--- src/logic/etc_pkg.sv ---
// constants and types for the exposure trigger control block
package etc_pkg;
  // clock and time base
  localparam int unsigned CLK_MHZ = 20;
  localparam int unsigned US_CYCLES = CLK_MHZ; // cycles per microsecond
  // row interval per sensor variant, in nanoseconds
  localparam int unsigned ROW_NS_A = 12910;
  localparam int unsigned ROW_NS_B = 15000;
  localparam int unsigned CLK_NS = 1000 / CLK_MHZ;
  // row interval in cycles: a fixed duration, rounded down
  localparam int unsigned ROW_CYC_A = ROW_NS_A / CLK_NS;
  localparam int unsigned ROW_CYC_B = ROW_NS_B / CLK_NS;
  // default row count of the sensor
  localparam int unsigned ROWS_DEF = 8742;
  // exposure time limits in microseconds
  localparam logic [25:0] EXP_MIN_US = 26'h0000001;
  localparam logic [25:0] EXP_MAX_US = 26'h3938700;
  // trigger source codes
  localparam logic [4:0] SRC_GRABBER = 5'h0E;
  localparam logic [4:0] SRC_TIMER = 5'h12;
  localparam logic [4:0] SRC_LINE = 5'h16;
  // timer trigger source code selecting the external line
  localparam logic [4:0] TSRC_LINE = 5'h16;
  // register byte offsets
  localparam logic [7:0] REG_CTRL = 8'h00;
  localparam logic [7:0] REG_EXPOSURE = 8'h04;
  localparam logic [7:0] REG_DELAY = 8'h08;
  localparam logic [7:0] REG_PERIOD = 8'h0C;
  localparam logic [7:0] REG_ROWS = 8'h10;
  localparam logic [7:0] REG_STATUS = 8'h14;
  localparam logic [7:0] REG_FRAMES = 8'h18;
  // control register field positions
  localparam int unsigned CTL_TRIG_ON = 0;
  localparam int unsigned CTL_POL_RISE = 1;
  localparam int unsigned CTL_WIDTH = 2;
  localparam int unsigned CTL_ACQ = 3;
  localparam int unsigned CTL_VARIANT = 4;
  localparam int unsigned CTL_SRC_LO = 8;
  localparam int unsigned CTL_TSRC_LO = 16;
  // reset values
  localparam logic [31:0] CTRL_RST = 32'h00000002;
  localparam logic [25:0] EXP_RST = 26'h00003E8;
  localparam logic [25:0] PERIOD_RST = 26'h00F4240;
  // exposure phase states, gray coded along idle-wait-expose
  typedef enum logic [1:0] {
    PH_IDLE = 2'b00,
    PH_WAIT = 2'b01,
    PH_EXPOSE = 2'b11
  } etc_phase_t;
endpackage

--- src/logic/etc_exposure_trigger_control.sv ---
// exposure trigger selection, timing and rolling-shutter row sequencer
//
// Design decisions made here: the register addresses and the AHB-Lite register port.
`timescale 1ns/10ps
module etc_exposure_trigger_control (
  input wire logic mclk,
  input wire logic rst,
  input wire logic [31:0] haddr,
  input wire logic [1:0] htrans,
  input wire logic hwrite,
  input wire logic [2:0] hsize,
  input wire logic hsel,
  input wire logic hready,
  input wire logic [31:0] hwdata,
  output logic [31:0] hrdata,
  output logic hreadyout,
  output logic hresp,
  input wire logic externalInputLine,
  input wire logic grabberLine,
  output logic waitingForTrigger,
  output logic exposing,
  output logic rowReset,
  output logic rowRead,
  output logic [13:0] rowIndex,
  output logic overlapped
);
  import etc_pkg::*;

  typedef struct packed {
    // software settings
    logic [31:0] ctrl;
    logic [25:0] expo;
    logic [25:0] delay;
    logic [25:0] period;
    logic [13:0] rows;
    // bus data phase
    logic wrPend;
    logic [7:0] wrAddr;
    logic [31:0] rdata;
    // pin synchronisers and edge history
    logic [1:0] lineSync;
    logic lineDly;
    logic [1:0] grabSync;
    logic grabDly;
    // time base, phase and counters
    logic [4:0] usDiv;
    etc_phase_t phase;
    logic [25:0] expCnt;
    logic [25:0] sinceStart;
    logic [25:0] frmCnt;
    logic delayRun;
    logic [25:0] dlyCnt;
    // row sweeps and reported pulses
    logic rstRun;
    logic [13:0] rstRow;
    logic rdRun;
    logic [13:0] rdRow;
    logic [9:0] rowTick;
    logic [9:0] rdTick;
    logic [13:0] rowOut;
    logic rowResetP;
    logic rowReadP;
    logic ovl;
    logic [15:0] frames;
  } etc_state_t;

  etc_state_t q, d;

  // row interval in cycles for the selected sensor variant
  function automatic logic [9:0] rowCycles(input logic variant);
    rowCycles = variant ? 10'(ROW_CYC_B) : 10'(ROW_CYC_A);
  endfunction

  // clamp a written exposure value into the accepted range
  function automatic logic [25:0] clampExp(input logic [31:0] v);
    if (v < {6'h00, EXP_MIN_US}) begin
      clampExp = EXP_MIN_US;
    end else if (v > {6'h00, EXP_MAX_US}) begin
      clampExp = EXP_MAX_US;
    end else begin
      clampExp = v[25:0];
    end
  endfunction

  // decoded settings and per-cycle strobes
  logic trigOn, polRise, widthMode, acqOn, variant;
  logic [4:0] src, tsrc;
  logic lineEdgeAct, lineEdgeOpp, grabEdgeAct, grabEdgeOpp;
  logic lineRise, lineFall, grabRise, grabFall;
  logic usTick, extSrc, startReq, endReq, busy, readoutBusy;
  logic addrPhase;
  logic [25:0] readoutUs;

  always_comb begin
    d = q;
    trigOn = q.ctrl[CTL_TRIG_ON];
    polRise = q.ctrl[CTL_POL_RISE];
    widthMode = q.ctrl[CTL_WIDTH];
    acqOn = q.ctrl[CTL_ACQ];
    variant = q.ctrl[CTL_VARIANT];
    src = q.ctrl[CTL_SRC_LO +: 5];
    tsrc = q.ctrl[CTL_TSRC_LO +: 5];

    // bus: posted write, read data decoded in the address phase and registered for the data phase
    addrPhase = hsel && hready && htrans[1];
    // write lands at the end of its data phase
    if (q.wrPend) begin
      case (q.wrAddr)
        REG_CTRL: d.ctrl = hwdata;
        REG_EXPOSURE: d.expo = clampExp(hwdata);
        REG_DELAY: d.delay = hwdata[25:0];
        REG_PERIOD: d.period = (hwdata[25:0] == 26'h0) ? 26'h1 : hwdata[25:0];
        REG_ROWS: d.rows = (hwdata[13:0] == 14'h0) ? 14'h1 : hwdata[13:0];
        default: d.wrPend = 1'b0;
      endcase
    end
    d.wrPend = addrPhase && hwrite;
    d.wrAddr = haddr[7:0];
    if (addrPhase && !hwrite) begin
      case (haddr[7:0])
        REG_CTRL: d.rdata = q.ctrl;
        REG_EXPOSURE: d.rdata = {6'h00, q.expo};
        REG_DELAY: d.rdata = {6'h00, q.delay};
        REG_PERIOD: d.rdata = {6'h00, q.period};
        REG_ROWS: d.rdata = {18'h0, q.rows};
        REG_STATUS: d.rdata = {27'h0, q.delayRun, q.rdRun, q.ovl,
          q.phase == PH_EXPOSE, q.phase == PH_WAIT};
        REG_FRAMES: d.rdata = {16'h0, q.frames};
        default: d.rdata = 32'h00000000;
      endcase
    end

    // two-stage synchronisers, edges only taken after the second stage
    d.lineSync = {q.lineSync[0], externalInputLine};
    d.lineDly = q.lineSync[1];
    d.grabSync = {q.grabSync[0], grabberLine};
    d.grabDly = q.grabSync[1];
    lineRise = q.lineSync[1] && !q.lineDly;
    lineFall = !q.lineSync[1] && q.lineDly;
    grabRise = q.grabSync[1] && !q.grabDly;
    grabFall = !q.grabSync[1] && q.grabDly;
    lineEdgeAct = polRise ? lineRise : lineFall;
    lineEdgeOpp = polRise ? lineFall : lineRise;
    grabEdgeAct = polRise ? grabRise : grabFall;
    grabEdgeOpp = polRise ? grabFall : grabRise;

    // microsecond tick for time counters
    usTick = (q.usDiv == 5'(US_CYCLES - 1));
    d.usDiv = usTick ? 5'h00 : q.usDiv + 5'h01;

    // readout of a whole frame in microseconds, for overlap decisions
    readoutUs = 26'((32'(q.rows) * 32'(rowCycles(variant))) / US_CYCLES);
    readoutBusy = q.rdRun || q.rstRun;

    // delayed trigger: external edge arms the microsecond delay
    if (!trigOn || src != SRC_TIMER || tsrc != TSRC_LINE) begin
      d.delayRun = 1'b0;
    end else if (!q.delayRun && lineEdgeAct) begin
      d.delayRun = 1'b1;
      // start one below zero: the first tick only closes a partial
      // microsecond, so the programmed delay is never cut short
      d.dlyCnt = 26'h3FFFFFF;
    end else if (q.delayRun && usTick) begin
      d.dlyCnt = q.dlyCnt + 26'h1;
    end

    // start source selection
    extSrc = trigOn && (src == SRC_LINE || src == SRC_GRABBER);
    startReq = 1'b0;
    endReq = 1'b0;
    if (!trigOn) begin
      startReq = acqOn && (q.frmCnt >= q.period);
    end else if (src == SRC_LINE) begin
      startReq = lineEdgeAct;
      endReq = lineEdgeOpp;
    end else if (src == SRC_GRABBER) begin
      startReq = grabEdgeAct;
      endReq = grabEdgeOpp;
    end else if (src == SRC_TIMER) begin
      // equality, since the count starts at all ones
      startReq = q.delayRun && (q.dlyCnt == q.delay);
    end
    // a release is used once, even if the phase machine is blocked
    if (src == SRC_TIMER && startReq) begin
      d.delayRun = 1'b0;
    end

    // busy: triggered runs finish the frame unless overlap condition holds
    busy = trigOn && readoutBusy && !(q.expo + readoutUs <= q.period);

    // free-run period counter
    if (q.frmCnt < q.period && usTick) begin
      d.frmCnt = q.frmCnt + 26'h1;
    end
    if (usTick && q.sinceStart != 26'h3FFFFFF) begin
      d.sinceStart = q.sinceStart + 26'h1;
    end

    // exposure phase machine
    d.rowResetP = 1'b0;
    d.rowReadP = 1'b0;
    case (q.phase)
      PH_IDLE: begin
        if (acqOn && !busy) begin
          d.phase = PH_WAIT;
        end
      end
      PH_WAIT: begin
        if (!acqOn) begin
          d.phase = PH_IDLE;
        end else if (startReq && !busy) begin
          d.phase = PH_EXPOSE;
          d.expCnt = 26'h0;
          d.frmCnt = 26'h0;
          d.sinceStart = 26'h0;
          d.ovl = (q.sinceStart <= q.expo + readoutUs);
          d.frames = q.frames + 16'h0001;
          d.rstRun = 1'b1;
          d.rstRow = 14'h0;
          d.rowTick = 10'h0;
          d.rowResetP = 1'b1;
          d.rowOut = 14'h0;
        end
      end
      PH_EXPOSE: begin
        // start edges while exposing are not acted on; in width mode with the line or grabber source the opposite edge ends exposure
        if (extSrc && widthMode) begin
          if (endReq) begin
            d.phase = acqOn ? PH_WAIT : PH_IDLE;
          end
        end else begin
          if (usTick) begin
            d.expCnt = q.expCnt + 26'h1;
          end
          // one extra tick: the first one ends a partial microsecond,
          // so exposure is never shorter than programmed, at most 1 us more
          if (usTick && q.expCnt >= q.expo) begin
            d.phase = acqOn ? PH_WAIT : PH_IDLE;
          end
        end
        if (d.phase != PH_EXPOSE) begin
          d.rdRun = 1'b1;
          d.rdRow = 14'h0;
          d.rdTick = 10'h0;
          d.rowReadP = 1'b1;
          d.rowOut = 14'h0;
        end
      end
      default: d.phase = PH_IDLE;
    endcase

    // row reset sweep, one row interval apart
    if (q.rstRun && !(q.phase == PH_WAIT && d.phase == PH_EXPOSE)) begin
      if (q.rowTick == rowCycles(variant) - 10'h1 && d.rowReadP) begin
        // row 0 read owns rowIndex this cycle; the reset slips one cycle
        d.rowTick = q.rowTick;
      end else if (q.rowTick == rowCycles(variant) - 10'h1) begin
        d.rowTick = 10'h0;
        if (q.rstRow + 14'h1 >= q.rows) begin
          d.rstRun = 1'b0;
        end else begin
          d.rstRow = q.rstRow + 14'h1;
          d.rowResetP = 1'b1;
          d.rowOut = q.rstRow + 14'h1;
        end
      end else begin
        d.rowTick = q.rowTick + 10'h1;
      end
    end

    // row readout sweep, each row one row interval, overlaps next exposure
    if (q.rdRun && !(q.phase == PH_EXPOSE && d.phase != PH_EXPOSE)) begin
      if (q.rdTick == rowCycles(variant) - 10'h1 && d.rowResetP) begin
        // a reset pulse owns rowIndex this cycle; the read slips one cycle
        d.rdTick = q.rdTick;
      end else if (q.rdTick == rowCycles(variant) - 10'h1) begin
        d.rdTick = 10'h0;
        if (q.rdRow + 14'h1 >= q.rows) begin
          d.rdRun = 1'b0;
        end else begin
          d.rdRow = q.rdRow + 14'h1;
          d.rowReadP = 1'b1;
          d.rowOut = q.rdRow + 14'h1;
        end
      end else begin
        d.rdTick = q.rdTick + 10'h1;
      end
    end
  end

  // single state register
  always_ff @(posedge mclk) begin
    if (rst) begin
      q <= '0;
      q.ctrl <= CTRL_RST;
      q.expo <= EXP_RST;
      q.period <= PERIOD_RST;
      q.rows <= 14'(ROWS_DEF);
      q.lineSync <= 2'b00;
      q.phase <= PH_IDLE;
    end else begin
      q <= d;
    end
  end

  // outputs
  assign hrdata = q.rdata;
  assign hreadyout = 1'b1;
  assign hresp = 1'b0;
  // waiting only while a start would be taken, not behind a readout
  assign waitingForTrigger = (q.phase == PH_WAIT) && !busy;
  assign exposing = (q.phase == PH_EXPOSE);
  assign rowReset = q.rowResetP;
  assign rowRead = q.rowReadP;
  assign rowIndex = q.rowOut;
  assign overlapped = q.ovl;
endmodule // etc_exposure_trigger_control

--- config.mk ---
export PLATFORM = sky130hd
export DESIGN_NAME = etc_exposure_trigger_control
export DESIGN_NICKNAME = d
export VERILOG_FILES = /design/src/logic/etc_pkg.sv /design/src/logic/etc_exposure_trigger_control.sv
export SDC_FILE = /design/constraint.sdc
export NUM_CORES = 1
export LEC_CHECK = 0
export ABC_AREA = 1
export BUFFER_PORTS_ARGS = -buffer_cell sky130_fd_sc_hd__buf_2
export CORE_MARGIN = 2
export CORE_UTILIZATION = 30
export DETAILED_ROUTE_END_ITERATION = 6
export PLACE_DENSITY = 0.55
export RECOVER_POWER = 100
export SYNTH_ARGS = -nofsm -noshare
export SYNTH_HDL_FRONTEND = slang
export SYNTH_SLANG_ARGS = --single-unit
--- constraint.sdc ---
create_clock -name mclk -period 15.04 [get_ports mclk]
set_clock_uncertainty 0.05 [all_clocks]
set_input_delay 0.752 -clock mclk [delete_from_list [all_inputs] [get_ports mclk]]
set_output_delay 0.752 -clock mclk [all_outputs]
set_load 0.05 [all_outputs]
Word-level counts from Yosys, hierarchy flattened
Index checks and enable logic that the tools add are counted.
{ "word_totals": {"elab_cells": 231, "input_bits": 76, "reg_bits": 366} }
{ "classes": {"muxes": 78, "n_mul": 1, "bitwise_logic": 1, "addsub": 12, "div": 1, "n_eq_ne": 31, "order_cmp": 9, "reduce_logical": 68} }
{ "op_table": {"columns": ["operator", "n"], "rows": [
  ["$mux W15", 17],
  ["$mux W26", 9],
  ["$pmux W32 S7", 1],
  ["$add A26 B1 Y26 const B", 4],
  ["$mux W10", 9],
  ["$mux W14", 6],
  ["$mux W80", 1],
  ["$mux W78", 1],
  ["$ge A26 B26 Y1", 2],
  ["$le A26 B26 Y1", 2],
  ["$mux W52", 1],
  ["$pmux W26 S2", 1],
  ["$mux W24", 2],
  ["$div A24 B5 Y32 const B", 1],
  ["$eq A8 B4 Y1 const B", 4],
  ["$eq A8 B5 Y1 const B", 4],
  ["$gt A32 B26 Y1 const B", 1],
  ["$lt A32 B1 Y1 const B", 1],
  ["$logic_and A1 B1 Y1", 29],
  ["$add A14 B1 Y14 const B", 2],
  ["$ge A14 B14 Y1", 2],
  ["$pmux W14 S2", 1],
  ["$add A26 B26 Y26", 1],
  ["$eq A26 B26 Y1", 1],
  ["other kinds (34)", 98]
]} }

Longest topological paths before layout
Gate-level depths: netlist (run 1).
{ "logic_depth": {"depth_word": 21, "ltp_mapped": 162} }

Worst setup path after synthesis (run 1)
Ideal clock, no wire load.
{ "synth_timing": {"path_kind": "reg2reg", "from": "reg q[338] in the netlist's numbering", "to": "reg q[186] in the netlist's numbering", "arrival_ns": 15.363, "required_time_ns": 14.904, "setup_time_ns": 0.086, "path_slack_ns": -0.458, "n_path_buf": 3, "stages_incl_launch_ff": 144, "cell_sequence": "dfxtp_1 clkbuf_1 clkbuf_1 clkbuf_1 nand2_1 inv_1 ha_1 fa_1 fa_1 inv_1 fa_1 inv_1 ha_1 nand2_1 inv_1 nand2_1 nand2_1 a21oi_1 (+108 left out) nand3_1 nor2_1 inv_1 o31ai_1 nand3_1 nor2_1 inv_1 nor3_1 nand3_1 nor2_1 nand3_1 nor3b_1 nand4_1 nor3_1 nand4_1 nor2_1 a21oi_1 a211oi_1"} }
{ "synth_between": {"elab_chain_cells": 11} }
{ "synth_rtl": {"columns": ["element", "line_no", "text"], "rows": [
  ["start, declared", "etc_exposure_trigger_control.sv:67", "etc_state_t q, d;"],
  ["$mux W6", "etc_exposure_trigger_control.sv:71", "rowCycles = variant ? 10'(ROW_CYC_B) : 10'(ROW_CYC_A);"],
  ["$mul A14 B10 Y24", "etc_exposure_trigger_control.sv:152", "readoutUs = 26'((32'(q.rows) * 32'(rowCycles(variant))) / US_CYCLES);"],
  ["$div A24 B5 Y32", "etc_exposure_trigger_control.sv:152", null],
  ["$add A26 B26 Y26", "etc_exposure_trigger_control.sv:189", "busy = trigOn && readoutBusy && !(q.expo + readoutUs <= q.period);"],
  ["$le A26 B26 Y1", "etc_exposure_trigger_control.sv:189", null],
  ["$logic_not A1 Y1", "etc_exposure_trigger_control.sv:189", null],
  ["$logic_and A1 B1 Y1", "etc_exposure_trigger_control.sv:189", null],
  ["$logic_not A1 Y1", "etc_exposure_trigger_control.sv:211", "end else if (startReq && !busy) begin"],
  ["$logic_and A1 B1 Y1", "etc_exposure_trigger_control.sv:211", null],
  ["$ne A2 B2 Y1 (no source line)", null, null],
  ["$reduce_and A5 Y1 (no source line)", null, null]
]} }
No other way between the ends.
A chain may end at the register's enable or synchronous reset.

Worst setup path in the final report (run 1)
{ "layout_timing": {"from": "reg q[338] in the netlist's numbering", "to": "reg q[167] in the netlist's numbering"} }
Same word-level chain as after synthesis.

==> flow_summary.ini, run 1 <==
[status]
outcome = finished with violations
violations = capacitance limit, slew limit, setup timing

[layout]
stdcell_count = 5064
syn2layout_area_growth_pct = 27.0
fin_nets = 4276
diodes = 0
final_layout_size_suffix_gt1_share_pct = 21.3
finish.instance_area_um2 = 31500

[global_route]
grt.busiest_layer = met2
grt_pass1_wl_um = 128000
grt_use_total_pct = 19.1
gr-usage-met3_pct = 2.94
antenna_found_initial = 6
grt_max_degree = 96
overflow = 0
use_met2_pct = 30.4
first_global_vias = 22900
grtUsageMet1_pct = 26.5

[synth]
synth.distinct_cells = 57
netlist_area_um2 = 24800
ys_seq_elements = 366
async_flop_share_pct = 0
yosysMostFrequentCell = nand2_1
synthCells = 3602
synth_edf_count = 0
synth_ff_type = dfxtp_1
yosysWarnings = 0
synth_top_area_cell = dfxtp_1
synth_top_area_share_pct = 29.5
avgSynthCellArea_um2 = 6.89
seq_area_frac_synth_pct = 29.5
netlist_top_cells_area = dfxtp_1 (30%), ha_1 (10%), nand2_1 (10%), inv_1 (8.9%), a21oi_1 (7.2%)
ys_top_cells_by_count = nand2_1 (682), inv_1 (589), dfxtp_1 (366)

[routing]
firstDrtPassIters = 6
post_drt_via_cell_ratio = 4.89
wire_per_inst_um = 16.8
antenna_left = 0
post-route-drc-count = 0
vias = 24800
wl_um = 85200
drt_iter0_markers = 1738

[timing]
clock.fmax_ghz = 0.0630
setup_viol_count_final = 59
period_needed_ps = 15860
min_period_over_period_pct = 105
finalHoldViolations = 0
fin_ws_ps = -824
setup_tns_ps = -19910
slew_headroom_pct = -164
worst_pin_slew_ps = 3950
rsz0062_at_grt = true
drv_slew = 242

[setup_path]
reg2reg_to = q[167]
cp.required_ps = 15460
critical_path_class = register to register
startpoint_type = register
cp_max_fo = 5
rr_startpoint = q[338]
cp_slowest_stage_delay_ps = 540
rr_worst_depth = 149
critPathArrivalTime_ps = 16290
crit_path_end_kind = register
rrSetupSlack_ps = -820
cpMostUsedCell = nand2_2
critPathSlowestCell = fa_1

[die]
core_area_um2 = 82000
die_w_um = 292
die_y_um = 292
rows = 105
dieArea_um2 = 85100
boundaryPins = 129
initial_core_util_pct = 30.3

[worst_hold_path]
worstHoldPathCells = 3
min_to = d[200]
hp-start = externalInputLine
hp-class = input port to register

[clocking]
tritoncts = yes
cts_root_buffer = clkbuf_16
cts_buffer_depth = 3
clk_latency_ps = 600
cts_max_level = 2
cts_buffers = 45
cts_sinks = 366
clk_pin_slew_ps = 60
cts_hold_buf = 0

[placement]
io_buffers = 98
place_congestion = 0.918
placed_area_um2 = 27900
dp.cells = 4889
dp_hpwl_um = 64800

[job]
maxCapViolations = 4
==> cells in the final DEF (no fill, tap or decap), drive strengths merged, types with 15 or more instances in the layout <==
cell     count
a31oi       34
nand4       49
o22ai       31
nor2       261
ha         206
xor2        61
a21oi      358
a211oi      22
o211ai      17
buf        373
nor3        75
or2         17
nand2      742
fa          34
nor4        26
o21ai      220
xnor2       23
nand3      195
conb        15
clkbuf     124
o2111ai     15
dfxtp      366
clkinv      19
inv        613
==> layer usage <==
metal  part of all wire [%]  up-vias
met5                  0.040        -
met2                     44      641
met4                    3.1        6
met3                    6.0      133
met1                     47    11500
li1                       -    12500
==> timing repair <==
action | CTS | global route
pin swaps | 76 | 110
buffers inserted | 74 | 33
resized for setup | 192 | 198
endpoints found under the setup margin | 152 | 164
gates cloned | 2 | 1
==> kinds of logic after synthesis <==
family	count (synthesis)	synth area share, %
AOI/OAI and AO/OA	765	17.4
muxes	1	0.0403
and+or+nand+nor	1389	24.8
adders and majority gates	240	13.1
DFF	366	29.5
other	2	0.0303
xor gates and xnor gates	84	2.96
buffers and inverters	755	12.1
==> cell type report <==
type | count | area, um^2
Fill cell | 8732 | 50500
Clock inverter | 16 | 219
Clock buffer | 65 | 1320
Tap cell | 1070 | 1340
Sequential cell | 366 | 7330
Multi-Input combinational cell | 2494 | 15900
Timing Repair Buffer | 432 | 3040
Inverter | 621 | 2350
==> worst max path at each step <==
stage              to  cells past startpoint  slack (ps)   start
2_1_floorplan  q[186]                    147           7  q[338]
4_1_cts        q[186]                    150        -640  q[338]
3_3_place_gp   q[185]                    140       -1100  q[338]
6_report       q[167]                    149        -820  q[338]
3_5_place_dp   q[186]                    146       -1500  q[338]
5_1_grt        q[185]                    155       -1880  q[338]
==> critical path: cells and delay by family, from the launching register on <==
family                     cells  cell delay, ps
DFF                            1             420
buffers and inverters         33            2990
and+or+nand+nor               96            7900
xor gates and xnor gates       1             200
muxes                          1             220
AOI/OAI and AO/OA             11            1360
adders and majority gates      7            2550
==> state kept, by name, summed over array words and instances, names as in the netlist <==
signal / flops
acqOn: 1
hrdata: 32
polRise: 1
q: 311
d: 4
rowReset: 1
rowRead: 1
rowIndex: 14
overlapped: 1
==> stage by stage <==
stage | hold slack, ps | setup WS [ps] | utilization, %
final | 316 | -824 | 38.4
after global routing | 300 | -1880 | 38.4
after CTS | 284 | -640 | 37.5
after detailed placement | 346 | -1500 | 34.0
after global placement | 342 | -1100 | 34.0
after floorplan | 338 | 7.11 | -
Power of run 1 is not shown: default switching activity piles up to over one toggle a cycle in this logic, so the estimate is an artifact.
==> run 2, diff against run 1 <==
--- a/config.mk
+++ b/config.mk
@@ -10,7 +10,7 @@
 export CORE_MARGIN = 2
 export CORE_UTILIZATION = 30
 export DETAILED_ROUTE_END_ITERATION = 6
-export PLACE_DENSITY = 0.55
+export PLACE_DENSITY = 0.54
 export RECOVER_POWER = 100
 export SYNTH_ARGS = -nofsm -noshare
 export SYNTH_HDL_FRONTEND = slang
==> constraint.sdc (replaced) <==
create_clock -name mclk -period 16.6 [get_ports mclk]
set_clock_uncertainty 0.05 [all_clocks]
set_input_delay 0.83 -clock mclk [delete_from_list [all_inputs] [get_ports mclk]]
set_output_delay 0.83 -clock mclk [all_outputs]
set_load 0.05 [all_outputs]
==> flow_summary.ini, run 2 (synthesized netlist as in run 1, its figures left out) <==
[status]
outcome = finished with violations
violations = capacitance limit, slew limit

[routing]
wire_per_inst_um = 16.7
wl_um = 82900
antenna_left = 0
post-route-drc-count = 0
post_drt_via_cell_ratio = 4.89
vias = 24300
drt_iter0_markers = 1754
firstDrtPassIters = 7

[timing]
drv_slew = 334
whs_ps = 340
worst_pin_slew_ps = 4370
setup_viol_count_final = 0
clock.fmax_ghz = 0.0615
min_period_over_period_pct = 97.9
finalHoldViolations = 0
period_needed_ps = 16250
slew_headroom_pct = -191
rsz0062_at_grt = true

[setup_path]
cp_slowest_stage_delay_ps = 530
rrSetupSlack_ps = 350
cp.required_ps = 17010
endpoint = q[185]
cp_max_fo = 6
startpoint_type = register
rr_worst_depth = 147
crit_path_end_kind = register
cpMostUsedCell = nand2_4
critPathSlowestCell = fa_1
critPathArrivalTime_ps = 16670
critical_path_class = register to register
reg2reg_to = q[185]
startpoint = q[338]
rr_startpoint = q[338]

[die]
dieArea_um2 = 85100
core_area_um2 = 82000
initial_core_util_pct = 30.3
rows = 105
die_y_um = 292
die_w_um = 292
boundaryPins = 129

[clocking]
cts_buffer_depth = 3
clk_latency_ps = 590
cts_root_buffer = clkbuf_16
clk_pin_slew_ps = 60
cts_sinks = 366
cts_max_level = 2
tritoncts = yes
cts_buffers = 44

[layout]
layout_common_cells = nand2_1 (593), inv_1 (556), dfxtp_1 (365), a21oi_1 (336), nor2_1 (242)
fin_nets = 4187
final_layout_size_suffix_gt1_share_pct = 18.6
fillers = 8686
multi_input_area_um2 = 15800
largest_register_ffs = 311
syn2layout_area_growth_pct = 24.0
largest-register = q
final_common_cell = nand2_1
ff_latch_area_um2 = 7330

[placement]
dp_hpwl_um = 63100
io_buffers = 98
place_congestion = 0.895

[global_route]
overflow = 0
first_global_vias = 22200
grt_max_degree = 90
grt_use_total_pct = 18.5
antenna_found_initial = 10
grt_pass1_wl_um = 125000

[job]
maxCapViolations = 6

[worst_hold_path]
hp-class = register to register
==> run 2: changes by cell type in the layout (fill, tap and decap cells not counted), sizes merged <==
cell      previous run  this run
bufinv               4         6
clkbuf             124       116
buf                373       284
diode                0         2
inv                613       615
clkinv              19        17
clkinvlp             1         6
==> run 2: stage by stage <==
step,TNS [ps],std cells,area [um^2],setup slack [ps],util [%]
2_1_floorplan,0,3615,24900,1100,-
3_3_place_gp,-1450,4835,27500,-336,33.5
3_5_place_dp,-2940,4835,27500,-511,33.5
4_1_cts,0,4925,29300,1.11,35.8
5_1_grt,-12680,4974,30800,-815,37.5
6_report,0,4976,30800,347,37.5
==> run 2: final cells by class <==
class / instances / area share, %
multi-input combinational: 2494 / 51.5
sequential: 366 / 23.8
inverter: 621 / 7.67
timing repair buffer: 344 / 7.56
tap: 1070 / 4.35
clock buffer: 56 / 4.12
clock inverter: 23 / 0.988
antenna: 2 / 0.0163
==> run 2: layer usage <==
metal / up-vias / global-route usage (%) / share of wire [%]
met5: - / 0 / 0.048
met4: 6 / 5.80 / 3.0
met2: 564 / 29.2 / 44
met1: 11300 / 25.8 / 47
met3: 128 / 3.08 / 5.9
li1: 12400 / - / -
==> run 2: repair_timing <==
action / CTS / global route
hold buffers: 0 / 0
pin swaps: 24 / 144
gates cloned: 0 / 3
buffers inserted: 11 / 46
setup endpoints to repair: 9 / 153
gates resized for setup: 43 / 300
==> run 2: how the worst min path moves through the flow <==
| stage | endpoint | slack [ps] | depth (start not counted) | startpoint |
|---|---|---|---|---|
| finish | d[195] | 340 | 2 | d[197] |
| global route | d[195] | 350 | 2 | d[197] |
| CTS | d[195] | 330 | 2 | d[197] |
| detailed placement | d[195] | 350 | 2 | d[197] |
| global placement | d[195] | 350 | 2 | d[197] |
| floorplan | d[195] | 340 | 2 | d[197] |
==> run 2: worst max-delay path: cells and delay by family (launching register included) <==
family	cells	cell delay [ps]
and+or+nand+nor	108	9990
adders and majority gates	8	2520
buffers and inverters	21	1600
AOI/OAI and AO/OA	9	1200
DFF	1	440
xor gates and xnor gates	1	210
Power of run 2 is left out for the same reason.
